## config.mk

```make
export PLATFORM = sky130hd
export DESIGN_NAME = gis_gpio_int
export DESIGN_NICKNAME = d
export VERILOG_FILES = /design/src/include/gis_pkg.sv /design/src/include/gis_pulse_if.sv /design/src/design/gis_clk_div.sv /design/src/design/gis_gpio_int.sv /design/src/design/gis_pulse_gen.sv
export SDC_FILE = /design/constraint.sdc
export NUM_CORES = 1
export LEC_CHECK = 0
export BUFFER_PORTS_ARGS = -buffer_cell sky130_fd_sc_hd__buf_2
export CAP_MARGIN = 20
export CORE_AREA = 8 8 107 109
export DETAILED_ROUTE_END_ITERATION = 10
export DIE_AREA = 0 0 115 117
export MAX_ROUTING_LAYER = met4
export PLACE_DENSITY = 0.63
export SYNTH_ARGS = -nofsm -noshare
export SYNTH_HDL_FRONTEND = slang
export SYNTH_SLANG_ARGS = --single-unit
```

## constraint.sdc

```tcl
create_clock -name clk -period 2.75 [get_ports clk]
set_input_delay 0.55 -clock clk [delete_from_list [all_inputs] [get_ports clk]]
set_output_delay 0.55 -clock clk [all_outputs]
set_load 0.02 [all_outputs]
```

## src/include/gis_pkg.sv

```systemverilog
package gis_pkg;
	// ----------------------------------------
	// register map (byte offsets, one 32-bit word apart, byte address = offset)
	// ----------------------------------------
	localparam logic [7:0] GIS_REG_PINCFG = 8'h00;
	localparam logic [7:0] GIS_REG_INTSEL = 8'h04;
	localparam logic [7:0] GIS_REG_STATUS = 8'h08;
	localparam logic [7:0] GIS_REG_MASK = 8'h0c;
	localparam logic [7:0] GIS_REG_SHORT = 8'h10;
	localparam logic [7:0] GIS_REG_DRVPWR = 8'h14;
	localparam logic [7:0] GIS_REG_HSTYPE = 8'h18;
	localparam logic [7:0] GIS_REG_PULSE = 8'h1c;
	localparam logic [7:0] GIS_REG_CLKDIV = 8'h20;
	// ----------------------------------------
	// field layout
	// ----------------------------------------
	localparam int GIS_NSRC = 4;
	localparam int GIS_NDRV = 3;
	localparam int GIS_SRC_JACK = 0;
	localparam int GIS_SRC_BUTTON = 1;
	localparam int GIS_SRC_SHORT = 2;
	localparam int GIS_SRC_AGC = 3;
	localparam int GIS_CFG_OUTLVL = 2;
	localparam int GIS_CFG_TRAIN = 3;
	localparam int GIS_SHORT_AUTOPD = 3;
	localparam int GIS_HS_AC = 2;
	localparam logic [1:0] GIS_HS_MONO = 2'h1;
	localparam logic [1:0] GIS_HS_STEREO = 2'h2;
	localparam logic [1:0] GIS_HS_STEREO_AC = 2'h2;
	// ----------------------------------------
	// reset values and timing
	// ----------------------------------------
	localparam logic [31:0] GIS_RST_ZERO = 32'h0;
	localparam logic [2:0] GIS_RST_DRVPWR = 3'h0;
	localparam int GIS_PULSE_NS = 100;
	localparam int GIS_CLK_NS = 10;
	localparam int GIS_PULSE_CYC = (GIS_PULSE_NS + GIS_CLK_NS - 1) / GIS_CLK_NS;
	localparam int GIS_TRAIN_PERIOD = 4 * GIS_PULSE_CYC;

	typedef enum logic [1:0] {
		GIS_MODE_IN = 2'b00,
		GIS_MODE_OUT = 2'b01,
		GIS_MODE_CLK = 2'b10,
		GIS_MODE_INT = 2'b11
	} gis_mode_t;

	typedef enum logic [1:0] {
		GIS_PS_IDLE = 2'b00,
		GIS_PS_HIGH = 2'b01,
		GIS_PS_GAP = 2'b10
	} gis_pstate_t;
endpackage

```

## src/include/gis_pulse_if.sv

```systemverilog
`timescale 1ns/10ps
`default_nettype none
interface gis_pulse_if;
	logic event1;
	logic train;
	logic pending;
	logic pulseOut;
	modport ctrl(output event1, output train, output pending, input pulseOut);
	modport gen(input event1, input train, input pending, output pulseOut);
endinterface
`default_nettype wire

```

## src/design/gis_clk_div.sv

```systemverilog
`timescale 1ns/10ps
`default_nettype none
module gis_clk_div (
	// clock and reset
	input wire logic clk,
	input wire logic reset_n,
	// divider setting, half period in cycles minus one
	input wire logic [7:0] halfDiv,
	// divided clock level for the pin
	output logic divClk
);
	import gis_pkg::*;

	logic [7:0] cnt_r, cnt_nxt;
	logic lvl_r, lvl_nxt;

	// ----------------------------------------
	// divider, one enable per half period
	// ----------------------------------------
	always_comb begin
		cnt_nxt = cnt_r + 8'h1;
		lvl_nxt = lvl_r;
		if (cnt_r >= halfDiv) begin
			cnt_nxt = 8'h0;
			lvl_nxt = ~lvl_r;
		end
	end

	always_ff @(posedge clk or negedge reset_n) begin
		if (!reset_n) begin
			cnt_r <= 8'h0;
			lvl_r <= 1'b0;
		end else begin
			cnt_r <= cnt_nxt;
			lvl_r <= lvl_nxt;
		end
	end

	assign divClk = lvl_r;
endmodule
`default_nettype wire

```

## src/design/gis_gpio_int.sv

```systemverilog
// Function
// RULE1: input mode, register read returns current pin level
// RULE2: output mode drives pin to the programmed level
// RULE3: pin may instead carry an internal clock or the interrupt
// RULE4: separate events for jack, button, short circuit, agc noise
// RULE5: sources routed singly or ORed together onto the pin
// RULE6: status register tells which source fired; host reads it
// RULE7: one pulse per event, or pulse train until status is read
// RULE8: shorted driver limits current; readable flag shows protection active
// RULE9: with auto power-down, a shorted driver is switched off at once
// RULE10: auto-off driver stays off until host powers down then up; clears flag
// RULE11: detected headset type readable after plug detection
// RULE12: host enables short detect with power-down for differential jack sensing
// RULE13: ac-coupled outputs give no trusted mono versus stereo result
// RULE14: short flag also feeds interrupt routing and status
//
// The implementer's own choices: the plain strobed port and the register offsets.
`timescale 1ns/10ps
`default_nettype none
module gis_gpio_int (
	// clock and reset
	input wire logic clk,
	input wire logic reset_n,
	// register port
	input wire logic [7:0] regAddr,
	input wire logic [31:0] regWdata,
	input wire logic regWr,
	input wire logic regRd,
	output logic [31:0] regRdata,
	// general purpose pin
	input wire logic gpioIn,
	output logic gpioOut,
	output logic gpioOe,
	// analog side events and state
	input wire logic jackDetect,
	input wire logic buttonPress,
	input wire logic agcNoise,
	input wire logic [gis_pkg::GIS_NDRV-1:0] drvShorted,
	input wire logic [1:0] headsetType,
	// driver power control
	output logic [gis_pkg::GIS_NDRV-1:0] drvPowerOn,
	output logic [gis_pkg::GIS_NDRV-1:0] drvCurrentLimit,
	// interrupt
	output logic irq
);
	import gis_pkg::*;

	logic [1:0] pinMode_r, pinMode_nxt;
	logic outLevel_r, outLevel_nxt;
	logic train_r, train_nxt;
	logic [GIS_NSRC-1:0] intSel_r, intSel_nxt;
	logic [GIS_NSRC-1:0] status_r, status_nxt;
	logic [GIS_NSRC-1:0] mask_r, mask_nxt;
	logic autoPd_r, autoPd_nxt;
	logic [GIS_NDRV-1:0] shortFlag_r, shortFlag_nxt;
	logic [GIS_NDRV-1:0] pwrReq_r, pwrReq_nxt;
	logic [GIS_NDRV-1:0] autoOff_r, autoOff_nxt;
	logic [1:0] hsType_r, hsType_nxt;
	logic acCoupled_r, acCoupled_nxt;
	logic [7:0] clkDiv_r, clkDiv_nxt;
	logic [GIS_NSRC-1:0] srcLvl_r, srcLvl_nxt;
	logic [31:0] rdata_r, rdata_nxt;
	logic [GIS_NSRC-1:0] srcNow, srcRise;
	logic anyRise, statusRead, divClk;
	logic [1:0] hsView;

	gis_pulse_if pif();

	function automatic logic wrHit(input logic [7:0] a, input logic [7:0] off);
		return regWr && (a == off);
	endfunction

	// ----------------------------------------
	// event sources
	// ----------------------------------------
	always_comb begin
		srcNow = '0;
		srcNow[GIS_SRC_JACK] = jackDetect; // [RULE4]
		srcNow[GIS_SRC_BUTTON] = buttonPress;
		srcNow[GIS_SRC_SHORT] = |shortFlag_r; // [RULE14]
		srcNow[GIS_SRC_AGC] = agcNoise;
	end
	assign srcRise = srcNow & ~srcLvl_r;
	assign anyRise = |(srcRise & intSel_r); // [RULE5]
	assign statusRead = regRd && (regAddr == GIS_REG_STATUS);
	// merged at readout, so an ac-coupled setting made after the plug also hides the split
	assign hsView = (acCoupled_r && hsType_r == GIS_HS_MONO) ? GIS_HS_STEREO_AC : hsType_r; // [RULE13]

	// ----------------------------------------
	// register next state
	// ----------------------------------------
	always_comb begin
		pinMode_nxt = pinMode_r;
		outLevel_nxt = outLevel_r;
		train_nxt = train_r;
		intSel_nxt = intSel_r;
		mask_nxt = mask_r;
		autoPd_nxt = autoPd_r;
		pwrReq_nxt = pwrReq_r;
		clkDiv_nxt = clkDiv_r;
		acCoupled_nxt = acCoupled_r;
		srcLvl_nxt = srcNow;
		if (wrHit(regAddr, GIS_REG_PINCFG)) begin
			pinMode_nxt = regWdata[1:0]; // [RULE3]
			outLevel_nxt = regWdata[GIS_CFG_OUTLVL]; // [RULE2]
			train_nxt = regWdata[GIS_CFG_TRAIN]; // [RULE7]
		end
		if (wrHit(regAddr, GIS_REG_INTSEL))
			intSel_nxt = regWdata[GIS_NSRC-1:0];
		if (wrHit(regAddr, GIS_REG_MASK))
			mask_nxt = regWdata[GIS_NSRC-1:0];
		if (wrHit(regAddr, GIS_REG_SHORT))
			autoPd_nxt = regWdata[GIS_SHORT_AUTOPD];
		if (wrHit(regAddr, GIS_REG_DRVPWR))
			pwrReq_nxt = regWdata[GIS_NDRV-1:0];
		if (wrHit(regAddr, GIS_REG_CLKDIV))
			clkDiv_nxt = regWdata[7:0];
		if (wrHit(regAddr, GIS_REG_HSTYPE))
			acCoupled_nxt = regWdata[GIS_HS_AC];
		// status: write one to clear, also cleared by read; set wins
		status_nxt = status_r;
		if (wrHit(regAddr, GIS_REG_STATUS))
			status_nxt = status_nxt & ~regWdata[GIS_NSRC-1:0];
		if (statusRead)
			status_nxt = '0; // [RULE6]
		status_nxt = status_nxt | srcRise; // [RULE6]
		// short flags and auto power-down
		shortFlag_nxt = shortFlag_r | drvShorted; // [RULE8]
		autoOff_nxt = autoOff_r;
		for (int i = 0; i < GIS_NDRV; i++) begin
			if (autoPd_r && drvShorted[i])
				autoOff_nxt[i] = 1'b1; // [RULE9]
			if (!pwrReq_r[i] && !drvShorted[i]) begin
				autoOff_nxt[i] = 1'b0; // [RULE10]
				shortFlag_nxt[i] = 1'b0; // [RULE10]
			end
		end
		// headset type latched raw on plug
		hsType_nxt = hsType_r;
		if (srcRise[GIS_SRC_JACK])
			hsType_nxt = headsetType; // [RULE11]
		if (!jackDetect)
			hsType_nxt = 2'h0;
	end

	// ----------------------------------------
	// read mux, data one cycle later
	// ----------------------------------------
	always_comb begin
		rdata_nxt = 32'h0;
		if (regRd) begin
			case (regAddr)
				GIS_REG_PINCFG: rdata_nxt = {28'h0, train_r, outLevel_r, pinMode_r};
				GIS_REG_INTSEL: rdata_nxt = {28'h0, intSel_r};
				GIS_REG_STATUS: rdata_nxt = {28'h0, status_r};
				GIS_REG_MASK: rdata_nxt = {28'h0, mask_r};
				GIS_REG_SHORT: rdata_nxt = {28'h0, autoPd_r, shortFlag_r}; // [RULE8]
				GIS_REG_DRVPWR: rdata_nxt = {25'h0, gpioIn, autoOff_r, pwrReq_r}; // [RULE1]
				GIS_REG_HSTYPE: rdata_nxt = {29'h0, acCoupled_r, hsView}; // [RULE11]
				GIS_REG_PULSE: rdata_nxt = {31'h0, pif.pulseOut};
				GIS_REG_CLKDIV: rdata_nxt = {24'h0, clkDiv_r};
				default: rdata_nxt = 32'h0;
			endcase
		end
	end

	always_ff @(posedge clk or negedge reset_n) begin
		if (!reset_n) begin
			pinMode_r <= GIS_MODE_IN;
			outLevel_r <= 1'b0;
			train_r <= 1'b0;
			intSel_r <= '0;
			status_r <= '0;
			mask_r <= '0;
			autoPd_r <= 1'b0;
			shortFlag_r <= '0;
			pwrReq_r <= GIS_RST_DRVPWR;
			autoOff_r <= '0;
			hsType_r <= 2'h0;
			acCoupled_r <= 1'b0;
			clkDiv_r <= 8'h0;
			srcLvl_r <= '0;
			rdata_r <= GIS_RST_ZERO;
		end else begin
			pinMode_r <= pinMode_nxt;
			outLevel_r <= outLevel_nxt;
			train_r <= train_nxt;
			intSel_r <= intSel_nxt;
			status_r <= status_nxt;
			mask_r <= mask_nxt;
			autoPd_r <= autoPd_nxt;
			shortFlag_r <= shortFlag_nxt;
			pwrReq_r <= pwrReq_nxt;
			autoOff_r <= autoOff_nxt;
			hsType_r <= hsType_nxt;
			acCoupled_r <= acCoupled_nxt;
			clkDiv_r <= clkDiv_nxt;
			srcLvl_r <= srcLvl_nxt;
			rdata_r <= rdata_nxt;
		end
	end

	// ----------------------------------------
	// pulse generator and clock divider
	// ----------------------------------------
	assign pif.event1 = anyRise; // [RULE5]
	assign pif.train = train_r;
	// train stops once every routed source has been read out
	assign pif.pending = |(status_r & intSel_r) && !statusRead; // [RULE7]

	gis_pulse_gen #(
		.HIGH_CYC(GIS_PULSE_CYC),
		.PERIOD_CYC(GIS_TRAIN_PERIOD)
	) u_pulse (
		.clk(clk),
		.reset_n(reset_n),
		.pif(pif.gen)
	);

	gis_clk_div u_div (
		.clk(clk),
		.reset_n(reset_n),
		.halfDiv(clkDiv_r),
		.divClk(divClk)
	);

	// ----------------------------------------
	// pin mux and outputs
	// ----------------------------------------
	always_comb begin
		gpioOut = 1'b0;
		gpioOe = 1'b1;
		case (pinMode_r)
			GIS_MODE_IN: gpioOe = 1'b0; // [RULE1]
			GIS_MODE_OUT: gpioOut = outLevel_r; // [RULE2]
			GIS_MODE_CLK: gpioOut = divClk; // [RULE3]
			GIS_MODE_INT: gpioOut = pif.pulseOut; // [RULE3]
			default: gpioOe = 1'b0;
		endcase
	end

	// current limit always active while shorted; auto-off removes power
	assign drvCurrentLimit = drvShorted; // [RULE8]
	assign drvPowerOn = pwrReq_r & ~autoOff_r; // [RULE9]
	assign irq = |(status_r & mask_r);
	assign regRdata = rdata_r;
endmodule
`default_nettype wire

```

## src/design/gis_pulse_gen.sv

```systemverilog
`timescale 1ns/10ps
`default_nettype none
module gis_pulse_gen #(
	parameter int HIGH_CYC = 10,
	parameter int PERIOD_CYC = 40
) (
	// clock and reset
	input wire logic clk,
	input wire logic reset_n,
	// pulse request
	gis_pulse_if.gen pif
);
	import gis_pkg::*;

	initial begin
		if (HIGH_CYC < 1 || PERIOD_CYC <= HIGH_CYC || PERIOD_CYC > 65535)
			$error("gis_pulse_gen: bad pulse timing");
	end

	gis_pstate_t state_r, state_nxt;
	logic [15:0] cnt_r, cnt_nxt;
	logic out_r, out_nxt;

	// ----------------------------------------
	// single pulse or train until status read
	// ----------------------------------------
	always_comb begin
		state_nxt = state_r;
		cnt_nxt = cnt_r;
		out_nxt = out_r;
		case (state_r)
			GIS_PS_IDLE: begin
				if (pif.event1) begin // [RULE7]
					state_nxt = GIS_PS_HIGH;
					cnt_nxt = 16'h0;
					out_nxt = 1'b1;
				end
			end
			GIS_PS_HIGH: begin
				cnt_nxt = cnt_r + 16'h1;
				if (cnt_r == 16'(HIGH_CYC - 1)) begin
					out_nxt = 1'b0;
					state_nxt = GIS_PS_GAP;
				end
			end
			GIS_PS_GAP: begin
				cnt_nxt = cnt_r + 16'h1;
				// train repeats while status stays unread
				if (cnt_r == 16'(PERIOD_CYC - 1)) begin
					if (pif.train && pif.pending) begin // [RULE7]
						state_nxt = GIS_PS_HIGH;
						cnt_nxt = 16'h0;
						out_nxt = 1'b1;
					end else begin
						state_nxt = GIS_PS_IDLE;
					end
				end
			end
			default: begin
				state_nxt = GIS_PS_IDLE;
				out_nxt = 1'b0;
			end
		endcase
	end

	always_ff @(posedge clk or negedge reset_n) begin
		if (!reset_n) begin
			state_r <= GIS_PS_IDLE;
			cnt_r <= 16'h0;
			out_r <= 1'b0;
		end else begin
			state_r <= state_nxt;
			cnt_r <= cnt_nxt;
			out_r <= out_nxt;
		end
	end

	assign pif.pulseOut = out_r;
endmodule
`default_nettype wire

```

# Yosys cells after proc, flatten, opt, wreduce, memory -nomap -nowiden
# Cells that the tools add are included.
[totals]
output_inout_bits = 41
inputBits = 53
ff_bits = 101
word_cells = 130
[classes]
n_mux = 33
order_cmp = 1
n_addsub = 2
n_reduce_logical = 39
bitwise = 12
n_eq_ne = 21
[ops]
columns = ["op", "n"]
rows = [
  ["8-bit one-hot mux with 9 select lines", 1],
  ["16-bit 2-to-1 mux", 3],
  ["16-bit one-hot mux with 3 select lines", 1],
  ["8-bit by 5-bit equality test with 1-bit output, second input constant", 4],
  ["4-bit bitwise AND", 5],
  ["1-bit logical AND", 18],
  ["16-bit by 1-bit adder with 16-bit output, second input constant", 1],
  ["16-bit by 4-bit equality test with 1-bit output, second input constant", 1],
  ["16-bit by 6-bit equality test with 1-bit output, second input constant", 1],
  ["8-bit by 4-bit equality test with 1-bit output, second input constant", 2],
  ["8-bit 2-to-1 mux", 2],
  ["1-bit 2-to-1 mux", 15],
  ["2-bit 2-to-1 mux", 6],
  ["4-bit OR reduction", 3],
  ["8-bit by 1-bit adder with 8-bit output, second input constant", 1],
  ["8-bit by 3-bit equality test with 1-bit output, second input constant", 1],
  ["8-bit by 6-bit equality test with 1-bit output, second input constant", 1],
  ["8-bit greater-or-equal comparator", 1],
  ["8-bit zero test", 1],
  ["4-bit 2-to-1 mux", 2],
  ["2-bit by 1-bit != test with 1-bit output, second input constant", 4],
  ["4-bit NOT", 2],
  ["1-bit zero test", 7],
  ["2-bit by 1-bit equality test with 1-bit output, second input constant", 3],
  ["16 further kinds", 22],
]

# Depth between registers and ports, before layout
# Gate-level depths: netlist of the first run.
[depth]
depth_word = 8
depth_mapped = 7
ltp_nobuf = 7

# Hierarchy
# From an unflattened synthesis of the first run, not the netlist that was laid out.
[unflattened]
cells_unflattened = 425
area_unflattened_um2 = 4430.5
[modules_own_cells]
columns = ["module", "cells_per_inst", "n_inst", "area_each_um2", "seq_area_each_um2"]
rows = [
  ["gis_gpio_int", 235, 1, 2603.7, 1226.2],
  ["gis_pulse_gen", 131, 1, 1234.9, 475.5],
  ["gis_clk_div", 59, 1, 591.8, 225.2],
]

# Least setup slack after synthesis of the first run
# OpenSTA, ideal clock, no wires.
[synth_path]
path_kind = "in2reg"
start = "input regAddr[3]"
end = "register u_pulse.cnt_r[8]"
slack_ps = 666
setup_ps = 86
cell_stages = 7
arrival_ps = 1998
t_required_ps = 2664
path_cell_list = "buf_2 -> nor4b_1 -> nand3_1 -> a41o_2 -> and2_2 -> buf_4 -> nor3_1"
[synth_between]
elab_chain_cells = 8
[synth_lines]
columns = ["item", "line_no", "text"]
rows = [
  ["from (decl)", "gis_gpio_int.sv:25", "input wire logic [7:0] regAddr,"],
  ["8-bit by 4-bit equality test with 1-bit output", "gis_gpio_int.sv:85", "assign statusRead = regRd && (regAddr == GIS_REG_STATUS);"],
  ["1-bit logical AND", "gis_gpio_int.sv:85", ""],
  ["1-bit zero test", "gis_gpio_int.sv:209", "assign pif.pending = |(status_r & intSel_r) && !statusRead;"],
  ["1-bit logical AND", "gis_gpio_int.sv:209", ""],
  ["1-bit logical AND", "gis_pulse_gen.sv:50", "if (pif.train && pif.pending) begin"],
  ["16-bit 2-to-1 mux", "gis_pulse_gen.sv:50", ""],
  ["16-bit 2-to-1 mux", "gis_pulse_gen.sv:49", "if (cnt_r == 16'(PERIOD_CYC - 1)) begin"],
  ["16-bit one-hot mux with 3 select lines", "gis_pulse_gen.sv:31", "case (state_r)"],
  ["to (signal assigned)", "gis_pulse_gen.sv:73", "cnt_r <= cnt_nxt;"],
  ["to (decl)", "gis_pulse_gen.sv:21", "logic [15:0] cnt_r, cnt_nxt;"],
]
# No other way between the ends.
# A chain may end at the register's enable or synchronous reset.

# Final worst setup path of the first run
[layout_path]
start = "register u_pulse.cnt_r[7]"
end = "register u_pulse.cnt_r[10]"
[layout_between]
elab_chain_cells = 4
elab_cells_between_ends = 5
[layout_lines]
columns = ["item", "line_no"]
rows = [
  ["16-bit by 1-bit adder with 16-bit output", "gis_pulse_gen.sv:40, gis_pulse_gen.sv:47"],
  ["16-bit 2-to-1 mux", "gis_pulse_gen.sv:50"],
  ["16-bit 2-to-1 mux", "gis_pulse_gen.sv:49"],
  ["16-bit one-hot mux with 3 select lines (*)", "gis_pulse_gen.sv:31"],
]
# Every way passes the cells marked *; elsewhere a longest branch is shown, timed or not.

==> insert_results.sql, run 1 <==
INSERT INTO impl_metrics (metric_group, metric, value, unit) VALUES
('status', 'run_status', 'finished clean', ''),
('sta', 'fin_crit_sh', '80.1', '%'),
('hold_path', 'worstHoldPathType', 'in -> reg', ''),
('clocking', 'cts-buffers-inserted', '9', ''),
('sta', 'slew_viol_final', '0', ''),
('sta', 'slew_of_the_pin_with_the_lowest_slew_margin', '0.963', 'ns'),
('clocking', 'cts.repair.resized', '0', ''),
('clocking', 'post-cts-setup-buffers', '0', ''),
('clocking', 'cts_max_level', '3', ''),
('clocking', 'cts_root_buf', 'clkbuf_8', ''),
('floorplanning', 'die-area', '13500', 'µm²'),
('cells_and_area', 'stdcell_count', '614', ''),
('floorplanning', 'die_height', '117', 'µm'),
('clocking', 'clock_sinks', '77', ''),
('synthesis', 'synth_edf_count', '0', ''),
('clocking', 'cts_buffer_depth', '2', ''),
('cells_and_area', 'n_antenna_cell', '0', ''),
('synthesis', 'synthesis.instances', '423', ''),
('routing', 'tritonroute_pass_1_iters', '4', ''),
('synthesis', 'postSynth.topFlopCell', 'dfrtp_1', ''),
('routing', 'dr.first_iter.drc_count', '176', ''),
('floorplanning', 'rows', '37', ''),
('global_routing', 'antenna_violations_before_repair', '0', ''),
('cells_and_area', 'area_growth', '10.7', '%'),
('worst_setup_path', 'critical_path.max_fanout', '9', ''),
('synthesis', 'post_synth_main_area_contributors', 'dfrtp_1 (45%), mux2_2 (8.1%), buf_4 (4.9%), ha_1 (4.6%), o21ai_0 (2.7%)', ''),
('clocking', 'cts_hold_repair.buffers', '0', ''),
('global_routing', 'pin_count_of_the_biggest_net_entering_global_routing', '78', ''),
('power', 'static-leakage-power', '0.00220', 'µW'),
('routing', 'avgViaCountPerCell', '5.43', ''),
('routing', 'drcViolationCount', '0', ''),
('worst_setup_path', 'endpoint_kind', 'flop', ''),
('sta', 'setup_tns', '0', 'ns'),
('worst_setup_path', 'worst-setup-path-type', 'reg -> reg', ''),
('routing', 'avgRoutedWirePerCell', '16.1', 'µm'),
('sta', 'slew-limit-headroom', '35.8', '%'),
('placement', 'dp.final_hpwl', '7270', 'µm'),
('worst_setup_path', 'critical_path_launch_point_type', 'flop', ''),
('power', 'power.density', '485', 'nW/µm²'),
('synthesis', 'yosysWarningCount', '0', ''),
('synthesis', 'synth.avg_cell_area', '10.2', 'µm²'),
('routing', 'route.vias.total', '3335', ''),
('worst_setup_path', 'worst_ep_required_time', '2.98', 'ns'),
('synthesis', 'synth.cells.most_frequent', 'dfrtp_1 (77), mux2_2 (31), buf_4 (28), nand2_1 (28), o21ai_0 (23)', ''),
('placement', 'globalplace.congestion', '0.879', ''),
('synthesis', 'synth_seq_area_share', '44.6', '%'),
('routing', 'routed_wire_length', '9890', 'µm'),
('worst_setup_path', 'worst_ep_arrival_time', '2.43', 'ns'),
('global_routing', 'global_route.overflow_total', '0', ''),
('global_routing', 'global_route.usage.total', '15.9', '%'),
('synthesis', 'synthDistinctLibCells', '62', ''),
('clocking', 'tritoncts', 'done', ''),
('cells_and_area', 'final_core_utilization', '48.2', '%'),
('synthesis', 'synth_async_sr_flop_share', '100', '%'),
('sta', 'unrepaired_setup_endpoints_after_global_routing', 'false', ''),
('clocking', 'clk_pin_slew', '0.09', 'ns'),
('floorplanning', 'die_w', '115', 'µm'),
('global_routing', 'grt_pass1_wl', '16200', 'µm'),
('floorplanning', 'floorplan.initialDensity', '43.6', '%'),
('floorplanning', 'top_level_ports', '94', ''),
('sta', 'finalCriticalPeriod', '2.20', 'ns'),
('synthesis', 'synth_most_common_cell', 'dfrtp_1', ''),
('power', 'power.ir.vdd_worst', '0.231', 'mV'),
('sta', 'hold_violations', '0', ''),
('sta', 'timing.clock.skew', '0.0120', 'ns'),
('synthesis', 'synth_area', '4320', 'µm²'),
('clocking', 'worstSkewPairLatency', '0.35', 'ns'),
('placement', 'placedCellCount', '598', ''),
('synthesis', 'yosysTopAreaCellShare', '44.6', '%'),
('sta', 'timing.fmax', '454', 'MHz'),
('floorplanning', 'core-area', '9910', 'µm²'),
('sta', 'setup_viol_count_final', '0', ''),
('cells_and_area', 'layout_cells_sized_above_1', '23.6', '%'),
('routing', 'antenna_left', '0', ''),
('cells_and_area', 'nNetsFinal', '542', ''),
('placement', 'numPortBuffers', '45', ''),
('synthesis', 'postSynthRegisterBits', '77', ''),
('synthesis', 'synthDominantAreaCellType', 'dfrtp_1', ''),
('job', 'timing.max_cap.violations', '0', ''),
('global_routing', 'first_global_vias', '3232', '');
[power breakdown]
group / total [µW] / internal, µW / switching [µW]
clock: 772 / 354 / 417
sequential: 1240 / 1180 / 57.3
combinational: 307 / 114 / 193
total: 2320 / 1650 / 667
[critical path, cell delays in order (launching register included)]
cell,delay [ns]
dfrtp_1,0.43
or4_1,0.61
nor4_4,0.29
a41o_2,0.35
nor2_4,0.07
a221o_1,0.33
[per-layer routing]
layer | GRT usage, % | up-vias | wire (µm)
li1 | - | 1597 | -
met2 | 25.1 | 90 | 4650
met3 | 3.23 | 15 | 609
met1 | 19.6 | 1633 | 4450
met5 | - | - | 0
met4 | 6.74 | 0 | 176
[final cells by class]
cell class                 count  area, µm²
clock buffer                  13        149
tap                          136        170
fill                         956       5130
clock inverter                 3       21.3
timing repair buffer          51        273
sequential                    77       1930
inverter                      22       82.6
multi-input combinational    312       2160
[logic make-up after synthesis]
logic type / Yosys count / share of synthesized area [%]
mux: 37 / 9.48
compound gates: 99 / 15.1
simple gates: 128 / 17.0
flops: 77 / 44.6
other cells: 1 / 0.0868
buf+inv: 57 / 7.42
xor+xnor: 8 / 1.62
fa+ha+maj: 16 / 4.64
[state kept, by name, summed over array words and instances, names as in the netlist]
register              cells
u_pulse.cnt_r            16
clkDiv_r                  8
regRdata                  8
u_div.cnt_r               8
intSel_r                  4
mask_r                    4
srcLvl_r                  4
status_r                  4
autoOff_r                 3
pwrReq_r                  3
shortFlag_r               3
hsType_r                  2
pinMode_r                 2
u_pulse.state_r           2
acCoupled_r               1
autoPd_r                  1
outLevel_r                1
pif.train                 1
u_div.divClk              1
u_pulse.pif.pulseOut      1
[path summary, 6_finish.rpt]
| kind | from | end | slack, ns | cells past startpoint |
|---|---|---|---|---|
| worst max-delay path | u_pulse.cnt_r[7] | u_pulse.cnt_r[10] | 0.55 | 5 |
| worst min-delay path | jackDetect | srcLvl_r[0] | 0.34 | 1 |
| worst max register to register | u_pulse.cnt_r[7] | u_pulse.cnt_r[10] | 0.55 | 5 |
| min in group asynchronous | reset_n | u_pulse.cnt_r[3] | 0.35 | 1 |
| worst min register to register | srcLvl_r[3] | status_r[3] | 0.45 | 1 |
| max in group asynchronous | reset_n | u_div.divClk | 1.77 | 1 |
[placed cells by master, fill, tap and decap left out, types with 8 or more instances in the layout]
cell type | Yosys | final
nor3_1 | 8 | 8
and3_1 | 9 | 9
nor2_1 | 22 | 22
a21oi_1 | 20 | 20
o21ai_0 | 23 | 23
clkbuf_8 | 0 | 10
mux2_2 | 31 | 31
nand2_1 | 28 | 28
dfrtp_1 | 77 | 77
a22oi_1 | 10 | 10
inv_1 | 22 | 22
ha_1 | 16 | 16
conb_1 | 1 | 24
buf_2 | 1 | 44
nand3_1 | 12 | 12
[metrics by stage]
step                      worst slack [ns]  hold WS (ns)  total power, µW  cell area, µm²
after global placement               0.416         0.441             1560            4610
final                                0.546         0.343             2320            4780
after floorplan                      0.666         0.254             1470            4400
after global routing                 0.457         0.318             2430            4780
after CTS                            0.550         0.322             2340            4780
after detailed placement             0.362         0.443             1570            4610
No activity file was read; power rests on OpenSTA's default activity.
==> run 2, diff against run 1 <==
PLACE_DENSITY = 0.66   (was 0.63)
clock period = 2 ns   (was 2.75 ns; I/O delays follow)
==> run 2 against run 1 <==
Effect of this change:
- the flow now finishes with violations (setup timing)
- wire length is 6.5% higher
- clock skew is 0.0041 ns lower
- hold slack worse by 0.17 ns
- clock power is 77% higher
- critical path depth is 1 higher
- cell count is 7.0% higher
==> insert_results.sql, run 2 (synthesis results as in run 1) <==
INSERT INTO impl_metrics (metric_group, metric, value, unit) VALUES
('status', 'run_status', 'finished, violations left', ''),
('status', 'failing_checks', 'setup timing', ''),
('worst_setup_path', 'cp.depth', '6', ''),
('clocking', 'cts-buffers-inserted', '9', ''),
('global_routing', 'global_route.usage.total', '16.8', '%'),
('worst_setup_path', 'regToRegEndpoint', 'u_pulse.cnt_r[10]', ''),
('sta', 'slew_of_the_pin_with_the_lowest_slew_margin', '0.495', 'ns'),
('sta', 'fin_crit_sh', '104', '%'),
('sta', 'unrepaired_setup_endpoints_after_global_routing', 'true', ''),
('worst_setup_path', 'worst_ep_arrival_time', '2.34', 'ns'),
('floorplanning', 'core-area', '9910', 'µm²'),
('worst_setup_path', 'worst_ep_required_time', '2.26', 'ns'),
('clocking', 'tritoncts', 'done', ''),
('hold_path', 'beginning_of_the_worst_hold_path', 'buttonPress', ''),
('sta', 'hold_violations', '0', ''),
('worst_setup_path', 'endpoint_kind', 'flop', ''),
('global_routing', 'first_global_vias', '3470', ''),
('sta', 'setup_viol_count_final', '15', ''),
('clocking', 'cts_root_buf', 'clkbuf_8', ''),
('cells_and_area', 'n_antenna_cell', '0', ''),
('routing', 'avgRoutedWirePerCell', '16.0', 'µm'),
('hold_path', 'hold_path_depth', '1', ''),
('global_routing', 'antenna_violations_before_repair', '0', ''),
('sta', 'finalCriticalPeriod', '2.08', 'ns'),
('sta', 'timing.fmax', '480', 'MHz'),
('routing', 'avgViaCountPerCell', '5.29', ''),
('placement', 'detailedPlace.worstSlack', '-0.145', 'ns'),
('routing', 'dr.first_iter.drc_count', '192', ''),
('worst_setup_path', 'rr_startpoint', 'u_pulse.cnt_r[13]', ''),
('placement', 'globalplace.congestion', '0.910', ''),
('worst_setup_path', 'worst_r2r_path_cells', '6', ''),
('floorplanning', 'die_height', '117', 'µm'),
('job', 'timing.max_cap.violations', '0', ''),
('global_routing', 'grt_pass1_wl', '17100', 'µm'),
('cells_and_area', 'layout_cells_sized_above_1', '31.7', '%'),
('power', 'clkPwrFrac', '38.8', '%'),
('routing', 'routed_wire_length', '10500', 'µm'),
('cells_and_area', 'area.sequential', '1930', 'µm²'),
('hold_path', 'worstHoldPathType', 'in -> reg', ''),
('cells_and_area', 'final_cell_mix', 'dfrtp_1 (77), buf_4 (45), buf_2 (44), mux2_2 (30), nand2_1 (28)', ''),
('worst_setup_path', 'r2r_slack', '-0.08', 'ns'),
('sta', 'slew-limit-headroom', '66.8', '%'),
('worst_setup_path', 'critical_path_launch_point_type', 'flop', ''),
('clocking', 'clk_pin_slew', '0.09', 'ns'),
('global_routing', 'pin_count_of_the_biggest_net_entering_global_routing', '47', ''),
('routing', 'route.vias.total', '3473', ''),
('cells_and_area', 'nNetsFinal', '585', ''),
('clocking', 'clock_sinks', '77', ''),
('global_routing', 'global_route.overflow_total', '0', ''),
('worst_setup_path', 'cp_num_buf_inv', '1', ''),
('cells_and_area', 'multiInputGateArea', '2190', 'µm²'),
('cells_and_area', 'final_common_cell', 'dfrtp_1', ''),
('power', 'power.density', '677', 'nW/µm²'),
('cells_and_area', 'area_growth', '21.2', '%'),
('cells_and_area', 'fillCellCount', '923', ''),
('power', 'sw_frac_of_total', '27.0', '%'),
('routing', 'drcViolationCount', '0', ''),
('clocking', 'cts_buffer_depth', '2', ''),
('power', 'power.sequential.fraction', '47.8', '%'),
('cells_and_area', 'largest_register', 'u_pulse.cnt_r', ''),
('floorplanning', 'rows', '37', ''),
('sta', 'setup_tns', '-0.450', 'ns'),
('worst_setup_path', 'critical_path.max_fanout', '6', ''),
('power', 'post-layout-total-power', '3540', 'µW'),
('sta', 'timing.clock.skew', '0.00786', 'ns'),
('floorplanning', 'top_level_ports', '94', ''),
('routing', 'tritonroute_pass_1_iters', '4', ''),
('placement', 'dp.final_hpwl', '7920', 'µm'),
('power', 'static-leakage-power', '0.00246', 'µW'),
('worst_setup_path', 'crit_path_max_incr_delay', '0.57', 'ns'),
('placement', 'numPortBuffers', '45', ''),
('worst_setup_path', 'critical_path.top_delay_family', 'simple AND/OR/NAND/NOR gates', ''),
('clocking', 'cts_max_level', '3', ''),
('clocking', 'worstSkewPairLatency', '0.37', 'ns'),
('routing', 'antenna_left', '0', ''),
('floorplanning', 'floorplan.initialDensity', '43.6', '%'),
('cells_and_area', 'max_ffs_per_register', '16', ''),
('power', 'switching_component_of_the_power', '957', 'µW'),
('floorplanning', 'die-area', '13500', 'µm²'),
('worst_setup_path', 'path_cells', 'or4_4 > nor4_4 > a41o_4 > buf_6 > nor2_2 > a221o_1', ''),
('power', 'share_comb_of_total_power', '13.5', '%'),
('sta', 'slew_viol_final', '0', ''),
('sta', 'final.setup.worst_slack', '-0.0813', 'ns'),
('power', 'power.ir.vdd_worst', '0.358', 'mV'),
('worst_setup_path', 'worst-setup-path-type', 'reg -> reg', ''),
('worst_setup_path', 'crit_path_top_delay_cell', 'or4_4', ''),
('power', 'p_int', '2590', 'µW'),
('floorplanning', 'die_w', '115', 'µm'),
('hold_path', 'holdPathEnd', 'srcLvl_r[1]', ''),
('sta', 'fin_hold_ws', '0.172', 'ns');
-- run 2: changes by cell type in the layout (fill, tap and decap cells not counted), moves of 2 or more --
cell,change
buf_4,+38
inv_1,-2
clkbuf_1,-3
o21ai_0,-2
buf_12,+2
bufinv_16,+2
inv_2,+2
buf_6,+2
-- run 2: how the worst max path moves through the flow --
stage               slack, ns                end              start
floorplan               0.009  u_pulse.cnt_r[10]   u_pulse.cnt_r[4]
global placement        -0.09  u_pulse.cnt_r[10]  u_pulse.cnt_r[15]
detailed placement      -0.14  u_pulse.cnt_r[10]  u_pulse.cnt_r[15]
CTS                     -0.11  u_pulse.cnt_r[10]   u_pulse.cnt_r[9]
global route            -0.15  u_pulse.cnt_r[10]  u_pulse.cnt_r[13]
finish                  -0.08  u_pulse.cnt_r[10]  u_pulse.cnt_r[13]
-- run 2: layout make-up --
class	instances	area share [%]
multi-input cells	312	41.9
flip-flops and latches	77	36.8
repair buffers	94	12.0
well taps	136	3.25
clock buffers	11	2.89
inverters	22	1.58
clock inverters	5	1.55
-- run 2: power by group through the flow --
stage                     Clock, µW  Sequential [µW]  Combinational (µW)
after global placement            0             1720                 459
after global routing           1470             1700                 537
after CTS                      1400             1690                 475
after detailed placement          0             1720                 471
after floorplan                   0             1700                 324
final                          1370             1690                 477
-- run 2: routing by layer --
metal / track usage [%] / vias up / wire [µm]
li1: - / 1676 / -
met1: 19.9 / 1664 / 4470
met2: 27.1 / 110 / 5120
met3: 4.00 / 23 / 725
met4: 6.65 / 0 / 227
met5: - / - / 0
-- run 2: timing repair --
action,CTS,global route
resized for setup,5,7
setup endpoints to repair,16,25
setup buffers,3,3
pin swaps,6,6
hold endpoints to repair,31,0
gates cloned,0,0
hold buffers,1,0
-- run 2: metrics by stage --
stage	std cells	cell area, µm²	utilization (%)
global placement	634	4910	49.5
CTS	654	5200	52.5
global route	657	5230	52.8
detailed placement	634	4910	49.5
floorplan	446	4410	-
finish	657	5230	52.8
==> run 3, diff against run 2 <==
CELL_PAD_IN_SITES_DETAIL_PLACEMENT = 1   (was unset)
CELL_PAD_IN_SITES_GLOBAL_PLACEMENT = 2   (was unset)
CORE_AREA = 8 8 128 130   (was 8 8 107 109)
DIE_AREA = 0 0 136 138   (was 0 0 115 117)
PLACE_DENSITY = 0.71   (was 0.66)
==> run 3 against run 2 <==
Effect of this change:
- the run ends with hold timing, setup timing left
- non-clock buffer count up 6
- critical path type unchanged
- utilization fell by 15 points
- setup slack got worse by 0.027 ns
- cell count increased by 8.2%
- register-to-register slack worse by 0.03 ns
- sequential share of layout area down 1.0 points
- clock-buffer cell count shrank 1
- clock skew is 0.0024 ns higher
- wire length is 16% higher
==> insert_results.sql, run 3 (synthesis results as in run 1) <==
INSERT INTO impl_metrics (metric_group, metric, value, unit) VALUES
('sta', 'setup_viol_count_final', '16', ''),
('cells_and_area', 'final_common_cell', 'dfrtp_1', ''),
('worst_setup_path', 'worst_ep_arrival_time', '2.33', 'ns'),
('sta', 'slew-limit-headroom', '60.8', '%'),
('global_routing', 'global_route.usage.total', '14.1', '%'),
('global_routing', 'grt_pass1_wl', '20600', 'µm'),
('worst_setup_path', 'worst-setup-path-type', 'reg -> reg', ''),
('global_routing', 'antenna_violations_before_repair', '0', ''),
('sta', 'timing.clock.skew', '0.0102', 'ns'),
('routing', 'avgRoutedWirePerCell', '17.2', 'µm'),
('sta', 'timing.fmax', '474', 'MHz'),
('cells_and_area', 'nNetsFinal', '591', ''),
('sta', 'unrepaired_setup_endpoints_after_global_routing', 'true', ''),
('global_routing', 'first_global_vias', '3875', ''),
('cells_and_area', 'n_antenna_cell', '0', ''),
('placement', 'dp.final_hpwl', '9380', 'µm'),
('placement', 'placement.cell_area', '5060', 'µm²'),
('power', 'static-leakage-power', '0.00252', 'µW'),
('clocking', 'tritoncts', 'done', ''),
('power', 'power.ir.vdd_worst', '0.386', 'mV'),
('floorplanning', 'rows', '44', ''),
('placement', 'detailedPlace.worstSlack', '-0.152', 'ns'),
('worst_setup_path', 'r2r_slack', '-0.11', 'ns'),
('sta', 'fin_hold_ws', '-0.00383', 'ns'),
('cells_and_area', 'final_area', '5390', 'µm²'),
('sta', 'final.setup.worst_slack', '-0.109', 'ns'),
('sta', 'slew_viol_final', '0', ''),
('floorplanning', 'top_level_ports', '94', ''),
('clocking', 'cts_max_level', '3', ''),
('routing', 'tritonroute_pass_1_iters', '5', ''),
('clocking', 'worstSkewPairLatency', '0.35', 'ns'),
('clocking', 'cts_root_buf', 'clkbuf_16', ''),
('routing', 'dr.first_iter.drc_count', '126', ''),
('cells_and_area', 'final_cell_mix', 'dfrtp_1 (76), buf_4 (54), buf_2 (43), mux2_2 (30), nand2_1 (28)', ''),
('routing', 'drcViolationCount', '0', ''),
('cells_and_area', 'max_ffs_per_register', '16', ''),
('power', 'power.density', '713', 'nW/µm²'),
('floorplanning', 'die_height', '138', 'µm'),
('floorplanning', 'die_w', '136', 'µm'),
('power', 'share_comb_of_total_power', '13.3', '%'),
('power', 'p_int', '2790', 'µW'),
('global_routing', 'pin_count_of_the_biggest_net_entering_global_routing', '48', ''),
('clocking', 'clk_pin_slew', '0.07', 'ns'),
('power', 'power.sequential.fraction', '44.0', '%'),
('placement', 'numPortBuffers', '45', ''),
('floorplanning', 'core-area', '14300', 'µm²'),
('power', 'clkPwrFrac', '42.8', '%'),
('global_routing', 'global_route.overflow_total', '0', ''),
('worst_setup_path', 'critical_path_launch_point_type', 'flop', ''),
('power', 'switching_component_of_the_power', '1050', 'µW'),
('worst_setup_path', 'critical_path.startpoint', 'u_pulse.cnt_r[12]', ''),
('clocking', 'cts_hold_repair.buffers', '0', ''),
('sta', 'fin_crit_sh', '105', '%'),
('routing', 'routed_wire_length', '12200', 'µm'),
('clocking', 'cts_buffer_depth', '2', ''),
('status', 'failing_checks', 'hold timing, setup timing', ''),
('sta', 'finalCriticalPeriod', '2.11', 'ns'),
('sta', 'hold_violations', '7', ''),
('job', 'timing.max_cap.violations', '0', ''),
('placement', 'globalplace.congestion', '0.800', ''),
('worst_setup_path', 'worst_ep_required_time', '2.22', 'ns'),
('worst_setup_path', 'critical_path.max_fanout', '6', ''),
('worst_setup_path', 'rr_startpoint', 'u_pulse.cnt_r[12]', ''),
('routing', 'avgViaCountPerCell', '4.94', ''),
('cells_and_area', 'layout_cells_sized_above_1', '32.1', '%'),
('status', 'run_status', 'finished, violations left', ''),
('floorplanning', 'die-area', '18800', 'µm²'),
('worst_setup_path', 'endpoint_kind', 'flop', ''),
('routing', 'antenna_left', '0', ''),
('clocking', 'cts-buffers-inserted', '9', ''),
('routing', 'route.vias.total', '3514', ''),
('hold_path', 'worstHoldPathType', 'in -> async', ''),
('floorplanning', 'floorplan.initialDensity', '30.2', '%'),
('cells_and_area', 'largest_register', 'u_pulse.cnt_r', ''),
('sta', 'slew_of_the_pin_with_the_lowest_slew_margin', '0.584', 'ns'),
('cells_and_area', 'area_growth', '24.8', '%'),
('clocking', 'clock_sinks', '77', ''),
('power', 'sw_frac_of_total', '27.3', '%');
-- run 3: metal layers --
| layer | routed length, µm | GRT usage, % | vias up |
|---|---|---|---|
| li1 | - | - | 1694 |
| met2 | 5930 | 22.5 | 58 |
| met4 | 104 | 3.07 | 0 |
| met5 | 0 | - | - |
| met3 | 587 | 4.02 | 9 |
| met1 | 5630 | 17.3 | 1753 |
-- run 3: cell type report --
class / count / area [µm²]
clock buffers: 10 / 229
repair buffers: 100 / 672
well taps: 184 / 230
fillers: 1657 / 8920
flip-flops and latches: 77 / 1930
clock inverters: 6 / 62.6
multi-input cells: 312 / 2180
inverters: 22 / 82.6
-- run 3: power by group through the flow --
stage	logic, µW	registers [µW]	clock network, µW
5_1_grt	570	1700	1770
3_3_place_gp	483	1720	0
6_report	509	1690	1640
4_1_cts	500	1690	1700
3_5_place_dp	496	1720	0
2_1_floorplan	324	1700	0
-- run 3: final timing paths --
path / endpoint / cells past startpoint
setup / recovery: u_pulse.cnt_r[10] / 6
hold / removal: mask_r[3] / 1
setup reg to reg: u_pulse.cnt_r[10] / 6
hold reg to reg: status_r[3] / 1
max in group asynchronous: pinMode_r[1] / 2
min in group clk: srcLvl_r[1] / 1
-- run 3: per-stage QoR --
step	util [%]	setup TNS [ns]	total power, µW	instances
final	37.6	-0.960	3840	711
after global routing	37.6	-2.73	4030	711
after CTS	37.5	-1.46	3890	710
after detailed placement	35.3	-2.29	2210	694
after global placement	35.3	-1.26	2200	694
after floorplan	-	0	2030	446
-- run 3: repair_timing --
item                       in CTS  in global routing
pin swaps                       5                  3
setup endpoints to repair      17                 27
setup buffers                   0                  1
resized for setup               3                 10
-- run 3: worst max-delay path: stages (launching register included) --
cell and delay, ns:
dfrtp_1 0.38, or4_4 0.57, nor4_4 0.32, a41o_4 0.31, buf_6 0.12, nor2_2 0.03
a221o_1 0.25
